<file path="src/rtl/pm_boot_consts.svh">
`ifndef PM_BOOT_CONSTS_SVH
`define PM_BOOT_CONSTS_SVH

// Clock period of ref_clk in ns
`define PM_CLK_PERIOD_NS   5
// Debounce settle time in ns and its cycle count (least time, rounded up)
`define PM_DEB_TIME_NS     10000
`define PM_DEB_CYCLES      ((`PM_DEB_TIME_NS + `PM_CLK_PERIOD_NS - 1) / `PM_CLK_PERIOD_NS)
// Time the module stays in reset after supplies come up, in ns and cycles
`define PM_RST_HOLD_NS     1000
`define PM_RST_HOLD_CYCLES ((`PM_RST_HOLD_NS + `PM_CLK_PERIOD_NS - 1) / `PM_CLK_PERIOD_NS)
// Idle level of a pulled-up carrier line in the synchronisers
`define PM_PIN_IDLE        1'b1
// Boot code held until the first strap capture: on-module SPI
`define PM_BOOT_CODE_RST   3'h7
// Configuration strap levels held until the first capture
`define PM_CFG_RST         2'h0
// Strap pattern that selects the carrier SPI device
`define PM_CARRIER_SPI_PAT 3'h3
// Debounced input positions
`define PM_DEB_BUTTON      0
`define PM_DEB_SLEEP       1
`define PM_DEB_LID         2
`define PM_DEB_NUM         3

`endif

</file>
<file path="src/rtl/pm_boot_pkg.sv">
package pm_boot_pkg;

	typedef enum logic [4:0] {
		ST_OFF     = 5'h01,
		ST_RESET   = 5'h02,
		ST_BOOT    = 5'h04,
		ST_RUN     = 5'h08,
		ST_STANDBY = 5'h10
	} pm_state_t;

	// Code equals the strap pins {bit2,bit1,bit0}: grounded reads 0, floating 1
	typedef enum logic [2:0] {
		BOOT_CARRIER_SATA = 3'h0,
		BOOT_CARRIER_SD   = 3'h1,
		BOOT_CARRIER_ESPI = 3'h2,
		BOOT_CARRIER_SPI  = 3'h3,
		BOOT_MODULE_DEV   = 3'h4,
		BOOT_REMOTE       = 3'h5,
		BOOT_MODULE_EMMC  = 3'h6,
		BOOT_MODULE_SPI   = 3'h7
	} boot_source_t;

endpackage : pm_boot_pkg

</file>
<file path="src/rtl/module_power_mgmt_boot_select.sv">
`timescale 1ns/1ps
`include "pm_boot_consts.svh"
// What this block does
// - Power-bad low keeps all module and carrier supply enables off.
// - Standby output goes low in standby power state, high otherwise.
// - Carrier pulls reset input low; module stays in reset while it is low.
// - Power button, sleep and lid inputs are debounced before use.
// - Button is level-sensed during boot, holding it stops boot; edge-sensed after.
// - Low lid input means lid closed and may start sleep.
// - Low battery-low input is reported to power management as battery low.
// - Low test input invokes the module test function.
// - Low bus alert input is an interrupt request from the management bus.
// - Boot device decoded from three straps, ground asserted, float deasserted.
// - Only ground,float,float selects carrier SPI; the other seven patterns each select another source, all floating on-module SPI.
// - Flash and audio data-out pins are sampled as straps during reset.
module module_power_mgmt_boot_select
	import pm_boot_pkg::*;
#(
	parameter int DEB_CYCLES = `PM_DEB_CYCLES,
	parameter int RST_CYCLES = `PM_RST_HOLD_CYCLES
)(
	input  wire logic         ref_clk,
	input  wire logic         rstn,
	input  wire logic         input_power_bad_n,
	input  wire logic         reset_in_n,
	input  wire logic         power_button_n,
	input  wire logic         sleep_n,
	input  wire logic         lid_n,
	input  wire logic         battery_low_n,
	input  wire logic         charging_n,
	input  wire logic         charger_present_n,
	input  wire logic         test_n,
	input  wire logic         pm_bus_alert_n,
	input  wire logic         boot_strap_bit0_n,
	input  wire logic         boot_strap_bit1_n,
	input  wire logic         boot_strap_bit2_n,
	input  wire logic         flash_data_out_strap,
	input  wire logic         audio_data_out_strap,
	input  wire logic         standby_req,
	input  wire logic         boot_done,
	output logic              supply_enable,
	output logic              carrier_power_on,
	output logic              carrier_standby_n,
	output logic              module_reset_n,
	output logic              boot_halted,
	output logic              power_button_event,
	output logic              sleep_request,
	output logic              lid_closed,
	output logic              battery_low,
	output logic              charging,
	output logic              charger_present,
	output logic              test_mode,
	output logic              pm_alert_irq,
	output boot_source_t      boot_source,
	output logic              boot_from_carrier_spi,
	output logic              flash_strap_q,
	output logic              audio_strap_q
);

	localparam int NSYNC = 16;
	localparam int DEB_LAST = DEB_CYCLES - 1;

	////////////////////////////////////////////////////////////////////////////////
	// Two-flop synchronisers for every carrier pin

	logic [NSYNC-1:0] pin_raw;
	logic [NSYNC-1:0] sync1_q;
	logic [NSYNC-1:0] sync2_q;

	assign pin_raw = {audio_data_out_strap, flash_data_out_strap, boot_strap_bit2_n,
		boot_strap_bit1_n, boot_strap_bit0_n, pm_bus_alert_n, test_n,
		charger_present_n, charging_n, battery_low_n, reset_in_n, input_power_bad_n,
		1'b1, lid_n, sleep_n, power_button_n};

	always_ff @(posedge ref_clk or negedge rstn)
	begin
		if (!rstn)
		begin
			sync1_q <= {NSYNC{`PM_PIN_IDLE}};
			sync2_q <= {NSYNC{`PM_PIN_IDLE}};
		end
		else
		begin
			sync1_q <= pin_raw;
			sync2_q <= sync1_q;
		end
	end

	logic       pwr_ok_s;
	logic       rst_in_s;
	logic [2:0] strap_s;
	logic [1:0] cfg_s;

	assign pwr_ok_s = sync2_q[4];
	assign rst_in_s = sync2_q[5];
	assign strap_s  = sync2_q[13:11];
	assign cfg_s    = sync2_q[15:14];

	////////////////////////////////////////////////////////////////////////////////
	// Debouncers: the level moves only after the input held still for DEB_CYCLES

	logic [`PM_DEB_NUM-1:0] deb_q;
	logic [15:0]            deb_cnt_q [`PM_DEB_NUM];

	for (genvar i = 0; i < `PM_DEB_NUM; i++)
	begin : g_deb
		wire differs = sync2_q[i] != deb_q[i];
		wire settled = deb_cnt_q[i] == 16'(DEB_LAST);
		always_ff @(posedge ref_clk or negedge rstn)
		begin
			if (!rstn)
			begin
				deb_q[i]     <= `PM_PIN_IDLE;
				deb_cnt_q[i] <= 16'h0000;
			end
			else if (!differs)
				deb_cnt_q[i] <= 16'h0000;
			else if (settled)
			begin
				deb_q[i]     <= sync2_q[i];
				deb_cnt_q[i] <= 16'h0000;
			end
			else
				deb_cnt_q[i] <= deb_cnt_q[i] + 16'h0001;
		end
	end

	wire button_held = !deb_q[`PM_DEB_BUTTON];

	////////////////////////////////////////////////////////////////////////////////
	// Power and reset sequencer

	pm_state_t   state_q;
	pm_state_t   state_d;
	logic [15:0] rst_cnt_q;
	wire         rst_done = rst_cnt_q == 16'(RST_CYCLES - 1);

	always_comb
	begin
		state_d = state_q;
		case (state_q)
			ST_OFF:     state_d = ST_RESET;
			ST_RESET:   if (rst_done && rst_in_s) state_d = ST_BOOT;
			// A held button parks the boot here until it is let go
			ST_BOOT:    if (boot_done && !button_held) state_d = ST_RUN;
			ST_RUN:     if (standby_req) state_d = ST_STANDBY;
			ST_STANDBY: if (!standby_req) state_d = ST_RUN;
			default:    state_d = ST_OFF;
		endcase
		if (!rst_in_s && state_d != ST_OFF)
			state_d = ST_RESET;
		if (!pwr_ok_s)
			state_d = ST_OFF;
	end

	always_ff @(posedge ref_clk or negedge rstn)
	begin
		if (!rstn)
			state_q <= ST_OFF;
		else
			state_q <= state_d;
	end

	always_ff @(posedge ref_clk or negedge rstn)
	begin
		if (!rstn)
			rst_cnt_q <= 16'h0000;
		else if (state_q != ST_RESET || !rst_in_s)
			rst_cnt_q <= 16'h0000;
		else if (!rst_done)
			rst_cnt_q <= rst_cnt_q + 16'h0001;
	end

	// Supervisory logic stays alive; only the gated rails follow the state
	assign supply_enable     = state_q != ST_OFF;
	assign carrier_power_on  = state_q != ST_OFF;
	assign carrier_standby_n = state_q != ST_STANDBY;
	assign module_reset_n    = state_q != ST_OFF && state_q != ST_RESET;
	assign boot_halted       = state_q == ST_BOOT && button_held;

	////////////////////////////////////////////////////////////////////////////////
	// Run-time button edge and status levels

	logic button_prev_q;
	logic press_q;
	wire  run_phase = state_q == ST_RUN || state_q == ST_STANDBY;

	always_ff @(posedge ref_clk or negedge rstn)
	begin
		if (!rstn)
		begin
			button_prev_q <= 1'b0;
			press_q       <= 1'b0;
		end
		else
		begin
			button_prev_q <= button_held;
			press_q       <= run_phase && button_held && !button_prev_q;
		end
	end

	assign power_button_event = press_q;
	assign lid_closed         = !deb_q[`PM_DEB_LID];
	// Lid closure is folded into the sleep request for the power manager
	assign sleep_request      = !deb_q[`PM_DEB_SLEEP] || lid_closed;
	assign battery_low        = !sync2_q[6];
	assign charging           = !sync2_q[7];
	assign charger_present    = !sync2_q[8];
	assign test_mode          = !sync2_q[9];
	assign pm_alert_irq       = !sync2_q[10];

	////////////////////////////////////////////////////////////////////////////////
	// Straps: captured on the edge that releases module reset

	logic [2:0] boot_code_q;
	logic [1:0] cfg_q;
	wire        strap_take = state_q == ST_RESET && state_d == ST_BOOT;

	always_ff @(posedge ref_clk or negedge rstn)
	begin
		if (!rstn)
		begin
			boot_code_q <= `PM_BOOT_CODE_RST;
			cfg_q       <= `PM_CFG_RST;
		end
		else if (strap_take)
		begin
			boot_code_q <= strap_s;
			cfg_q       <= cfg_s;
		end
	end

	assign boot_source           = boot_source_t'(boot_code_q);
	assign boot_from_carrier_spi = boot_code_q == `PM_CARRIER_SPI_PAT;
	assign flash_strap_q         = cfg_q[1'b0];
	assign audio_strap_q         = cfg_q[1'b1];
endmodule : module_power_mgmt_boot_select

</file>
<file path="config.mk">
export PLATFORM = sky130hd
export DESIGN_NAME = module_power_mgmt_boot_select
export DESIGN_NICKNAME = d
export VERILOG_FILES = /design/src/rtl/pm_boot_pkg.sv /design/src/rtl/module_power_mgmt_boot_select.sv
export VERILOG_INCLUDE_DIRS = /design/src /design/src/rtl
export SDC_FILE = /design/constraint.sdc
export NUM_CORES = 1
export LEC_CHECK = 0
export ABC_CLOCK_PERIOD_IN_PS = 1600
export BUFFER_PORTS_ARGS = -buffer_cell sky130_fd_sc_hd__buf_4
export CORE_MARGIN = 2
export CORE_UTILIZATION = 44
export CTS_CLUSTER_SIZE = 25
export DETAILED_ROUTE_END_ITERATION = 12
export PLACE_DENSITY_LB_ADDON = 0.08
export SLEW_MARGIN = 20
export SYNTH_ARGS = -nofsm -noshare
export SYNTH_HDL_FRONTEND = slang
export SYNTH_SLANG_ARGS = --single-unit
</file>
<file path="constraint.sdc">
create_clock -name ref_clk -period 1.6 [get_ports ref_clk]
set_input_delay 0.24 -clock ref_clk [delete_from_list [all_inputs] [get_ports ref_clk]]
set_output_delay 0.24 -clock ref_clk [all_outputs]
set_load 0.02 [all_outputs]
</file>
[Word-level counts from Yosys, hierarchy flattened]
Index checks and enable logic that the tools add are counted.
Storage, ports and cells
  register bits: 109
  bits in latches: 0
  memory bits (writable): 0
  bits in read-only memories: 0
  input bits: 19
  output and inout bits: 19
  logic and storage cells: 76
  memories: 0
Operators by class
  $add $sub $neg: 4
  multipliers: 0
  divide/modulo/power cells: 0
  order comparisons: 0
  equality and inequality tests: 19
  shift-type cells: 0
  multiplexer cells: 15
  bitwise logic cells: 0
  reductions and logical operators: 24
Operators with widths (number)
  16-bit 2-to-1 mux: 8
  16-bit by 1-bit adder with 16-bit output, second input constant: 4
  16-bit by 11-bit == test with 1-bit output, second input constant: 3
  5-bit 2-to-1 mux: 6
  5-bit one-hot mux with 5 select lines: 1
  16-bit by 8-bit == test with 1-bit output, second input constant: 1
  5-bit by 3-bit == test with 1-bit output, second input constant: 2
  1-bit logical NOT: 10
  5-bit by 1-bit != test with 1-bit output, second input constant: 2
  1-bit logical AND: 8
  2-bit AND reduction: 3
  5-bit by 1-bit == test with 1-bit output, second input constant: 1
  5-bit by 2-bit == test with 1-bit output, second input constant: 1
  5-bit by 4-bit == test with 1-bit output, second input constant: 1
  5-bit == test, second input constant: 1
  5-bit by 2-bit != test with 1-bit output, second input constant: 1
  5-bit != test, second input constant: 1
  3-bit by 2-bit == test with 1-bit output, second input constant: 1
  1-bit logical OR: 3
  1-bit != test: 3
  2-bit by 1-bit != test with 1-bit output, second input constant: 1

[Longest topological paths before layout]
  depth in word-level cells: 10
  mapped depth: 6
  gate-level depth less buffers: 5

[Worst setup path before layout]
Ideal clock, no wire load.
  kind: register -> register
  start point: register deb_cnt_q[44] (netlist name)
  end point: register deb_cnt_q[41] (netlist name)
  setup time: 0.119 ns
  arrival time: 1.584 ns
  data required time: 1.481 ns
  slack: -0.102 ns
  stages on the path, launching flop included: 5
  buffers on the path: 1
  clock period less this slack: 1.702 ns
  cells stage by stage: dfrtp_1 or4_1 o41ai_4 buf_4 nor2_1
On the way
  cells in the longest elaborated chain, start to end: 3
RTL lines
  start: declaration: RTL line module_power_mgmt_boot_select.sv:103  | logic [15:0] deb_cnt_q [`PM_DEB_NUM];
  start signal: indexed assignment: RTL line module_power_mgmt_boot_select.sv:124  | deb_cnt_q[i] <= deb_cnt_q[i] + 16'h0001;
  16-bit by 11-bit == test with 1-bit output: RTL line module_power_mgmt_boot_select.sv:108  | wire settled = deb_cnt_q[i] == 16'(DEB_LAST);
  16-bit 2-to-1 mux: RTL line module_power_mgmt_boot_select.sv:118  | else if (settled)
  16-bit 2-to-1 mux: RTL line module_power_mgmt_boot_select.sv:116  | else if (!differs)
No other way between the ends.
A chain may end at the register's enable or synchronous reset.

[Worst setup path after layout]
  start point: register state_q[1]
  end point: output port boot_halted
On the way
  cells in the longest elaborated chain, start to end: 2
RTL lines
  start: declaration: RTL line module_power_mgmt_boot_select.sv:133  | pm_state_t state_q;
  start signal: assignment: RTL line module_power_mgmt_boot_select.sv:161  | state_q <= state_d;
  5-bit by 3-bit == test with 1-bit output: RTL line module_power_mgmt_boot_select.sv:179  | assign boot_halted = state_q == ST_BOOT && button_held;
  1-bit logical AND: RTL line module_power_mgmt_boot_select.sv:179
  end: declaration: RTL line module_power_mgmt_boot_select.sv:45  | output logic boot_halted,
No other way between the ends.

==> flow_metrics.env <==
export IMPL_status="finished with violations"
export IMPL_violations="setup timing"
export IMPL_tightestPinTransition_ns=0.370
export IMPL_cts_root_buffer="clkbuf_8"
export IMPL_rows=38
export IMPL_htreeDepth=3
export IMPL_insertion_delay_ns=0.39
export IMPL_maxCapViolCount=0
export IMPL_cts_tree="yes"
export IMPL_hold_end="state_q[4]"
export IMPL_drtIter0Drc=181
export IMPL_cts_max_path_buffers=2
export IMPL_maxSlewViolCount=0
export IMPL_final_layout_size_suffix_gt1_share_pct=44.2
export IMPL_drt_wl_total_um=10300
export IMPL_antennaDiodeCount=0
export IMPL_required_ns=1.36
export IMPL_rsz0062_at_grt="yes"
export IMPL_core_um2=10800
export IMPL_dieHeight_um=109
export IMPL_clock_sinks=109
export IMPL_path_max_fanout=2
export IMPL_fp_dieW_um=109
export IMPL_reg2reg_from="state_q[1]"
export IMPL_post_route_period_util_pct=118
export IMPL_hold_path_class="input pin to register"
export IMPL_syn_avg_cell_area_um2=11.1
export IMPL_worstHoldStart="standby_req"
export IMPL_hold_viol=0
export IMPL_syn_cell_area_um2=4890
export IMPL_dp_hpwl_um=6990
export IMPL_synth_edff_count=0
export IMPL_overflow=0
export IMPL_ys_flop_type="dfrtp_1"
export IMPL_wl_per_cell_um=14.0
export IMPL_initial_core_util_pct=45.1
export IMPL_route_detailed_drc=0
export IMPL_place_gp_congestion=0.867
export IMPL_fmax_mhz=531
export IMPL_async_reset_ff_share_pct=100
export IMPL_final_cell_mix="buf_4 (116), dfrtp_1 (71), nor2_1 (43)"
export IMPL_cts_inserted_buffers=9
export IMPL_port_buffers=37
export IMPL_area_growth_pct=37.0
export IMPL_setup_tns_ns=-2.49
export IMPL_power_density_nw_per_um2=795
export IMPL_synth_nets=465
export IMPL_power_leakage_nw=2.80
export IMPL_reg2regPathDepth=6
export IMPL_grt_max_degree=40
export IMPL_viasPerCell=5.09
export IMPL_cp_top_family="simple AND/OR/NAND/NOR gates"
export IMPL_nFillCells=905
export IMPL_r2r_setup_slack_ns=-0.14
export IMPL_hold_depth=3
export IMPL_ys_types=55
export IMPL_grt_util_all_layers_pct=18.5
export IMPL_crit_chain="or2_4 > or3_4 > nor2_4 > buf_6"
export IMPL_yosys_register_bits=109
export IMPL_yosysSeqAreaShare_pct=56.8
export IMPL_cp_start_kind="register"
export IMPL_grt_first_pass_wirelength_um=17200
export IMPL_fin_ws_ns=-0.283
export IMPL_setup_viol_count_final=42
export IMPL_worstSetupPathType="register to output port"
export IMPL_drtAntennaViolNets=0
export IMPL_final_common_cell="buf_4"
export IMPL_dieArea_um2=12000
export IMPL_hold_slack_ns=0.113
export IMPL_ioPinCount=38
export IMPL_cpPeakStageDelay_ns=0.40
export IMPL_yosys_warnings=0
export IMPL_relSlewSlack_pct=75.3
export IMPL_period_needed_ns=1.88
export IMPL_fin_nets=613
export IMPL_r2r_end="state_q[2]"
export IMPL_irDropWorstVdd_mv=0.743
export IMPL_via_count=3743
export IMPL_crit_path_end_kind="output port"
export IMPL_cts_clk_slew_worst_paths_ns=0.11
export IMPL_synth_cells=442
export IMPL_clock_skew_ns=0.0117
export IMPL_antenna_found_initial=0
export IMPL_slowest_stage="dfrtp_1"
export IMPL_arrival_ns=1.64
export IMPL_firstDrtPassIters=4
export IMPL_grt_pass1_vias=3748
export IMPL_worst_path_buf_inv=1
## what timing repair did
action                                  4_1_cts  5_1_grt
setup buffers                                 8        8
hold endpoints to repair                     33        0
hold buffers                                 16        0
resized for setup                            21       55
pin swaps                                    15       27
cloned                                        0        2
endpoints found under the setup margin       23       76
## worst min-delay path: cells and delay by family
| kind | cells | cell delay [ns] |
|---|---|---|
| AND/OR/NAND/NOR | 2 | 0.11 |
| buffers and inverters | 1 | 0.13 |
## power by group
group,total (mW),switching [mW],internal [mW],leakage [nW]
Sequential,2.91,0.0431,2.87,1.38
Combinational,0.782,0.392,0.390,1.32
Clock,1.63,1.02,0.606,0.0996
## through the flow
| stage | util, % | std cells | worst slack (ns) | power (mW) | cell area (um2) |
|---|---|---|---|---|---|
| finish | 61.7 | 735 | -0.283 | 5.32 | 6690 |
| global placement | 54.6 | 686 | -0.0145 | 3.58 | 5920 |
| global route | 61.7 | 735 | -0.382 | 5.60 | 6690 |
| floorplan | - | 442 | -0.0659 | 3.27 | 4930 |
| detailed placement | 54.6 | 686 | -0.0169 | 3.59 | 5920 |
| CTS | 59.2 | 725 | -0.305 | 5.35 | 6420 |
## sequential cells by signal, indices dropped and copies added (netlist names)
register / cells
cfg_q: 2
deb_cnt_q: 48
deb_q: 3
rst_cnt_q: 16
state_q: 5
button_prev_q: 1
sync2_q: 15
boot_source: 3
sync1_q: 15
power_button_event: 1
## per-layer routing
metal / up-vias / global-route usage (%) / share of wire (%)
met3: 10 / 5.75 / 3.8
met1: 1843 / 22.7 / 44
met5: - / 0 / 0
met2: 53 / 31.3 / 51
li1: 1837 / - / -
met4: 0 / 5.79 / 1.5
## how the worst max path moves through the flow
| stage | slack, ns | to | cells past startpoint | from |
|---|---|---|---|---|
| detailed placement | -0.02 | deb_q[1] | 3 | deb_cnt_q[28] |
| global route | -0.38 | boot_halted | 4 | state_q[3] |
| finish | -0.28 | boot_halted | 4 | state_q[1] |
| global placement | -0.01 | deb_q[2] | 3 | deb_cnt_q[12] |
| floorplan | -0.07 | deb_cnt_q[41] | 4 | deb_cnt_q[44] |
| CTS | -0.31 | boot_halted | 4 | state_q[1] |
## synth_stat cells, types with 3 or more instances
master	instances	area share (%)
dfrtp_1	72	37
or4_1	7	1.1
inv_1	20	1.5
a21oi_1	16	1.6
xor2_1	23	4.1
o41ai_4	3	1.7
and2_1	3	0.38
buf_4	5	0.77
nor4_1	12	1.5
nand2_1	20	1.5
xnor2_1	25	4.5
nor3_1	15	1.5
mux2_2	8	1.8
nand3_1	23	2.4
nand4_1	15	1.9
o21ai_0	8	0.82
dfstp_2	37	20
or3_1	10	1.3
nor2_1	66	5.1
o31ai_1	4	0.61
ha_1	4	1.0
and4_1	4	0.72
and3_1	6	0.77
## final cells by class
type | count | area, um2 | area share, %
sequential | 109 | 2780 | 41.5
multi-input combinational | 302 | 2250 | 33.6
timing repair buffer | 148 | 1230 | 18.4
tap | 140 | 175 | 2.62
clock buffer | 9 | 124 | 1.85
inverter | 20 | 75.1 | 1.12
clock inverter | 7 | 65.1 | 0.972
## cells by family (layout without fill, tap and decap cells)
kind of cell	Yosys count	after routing	synth area share (%)
compound gates	40	40	6.50
xor+xnor	48	48	8.60
fa+ha+maj	4	4	1.02
buf+inv	31	184	3.12
flops	109	109	56.8
mux	9	9	2.05
simple gates	201	201	21.9
(Power assumes the default switching activity.)
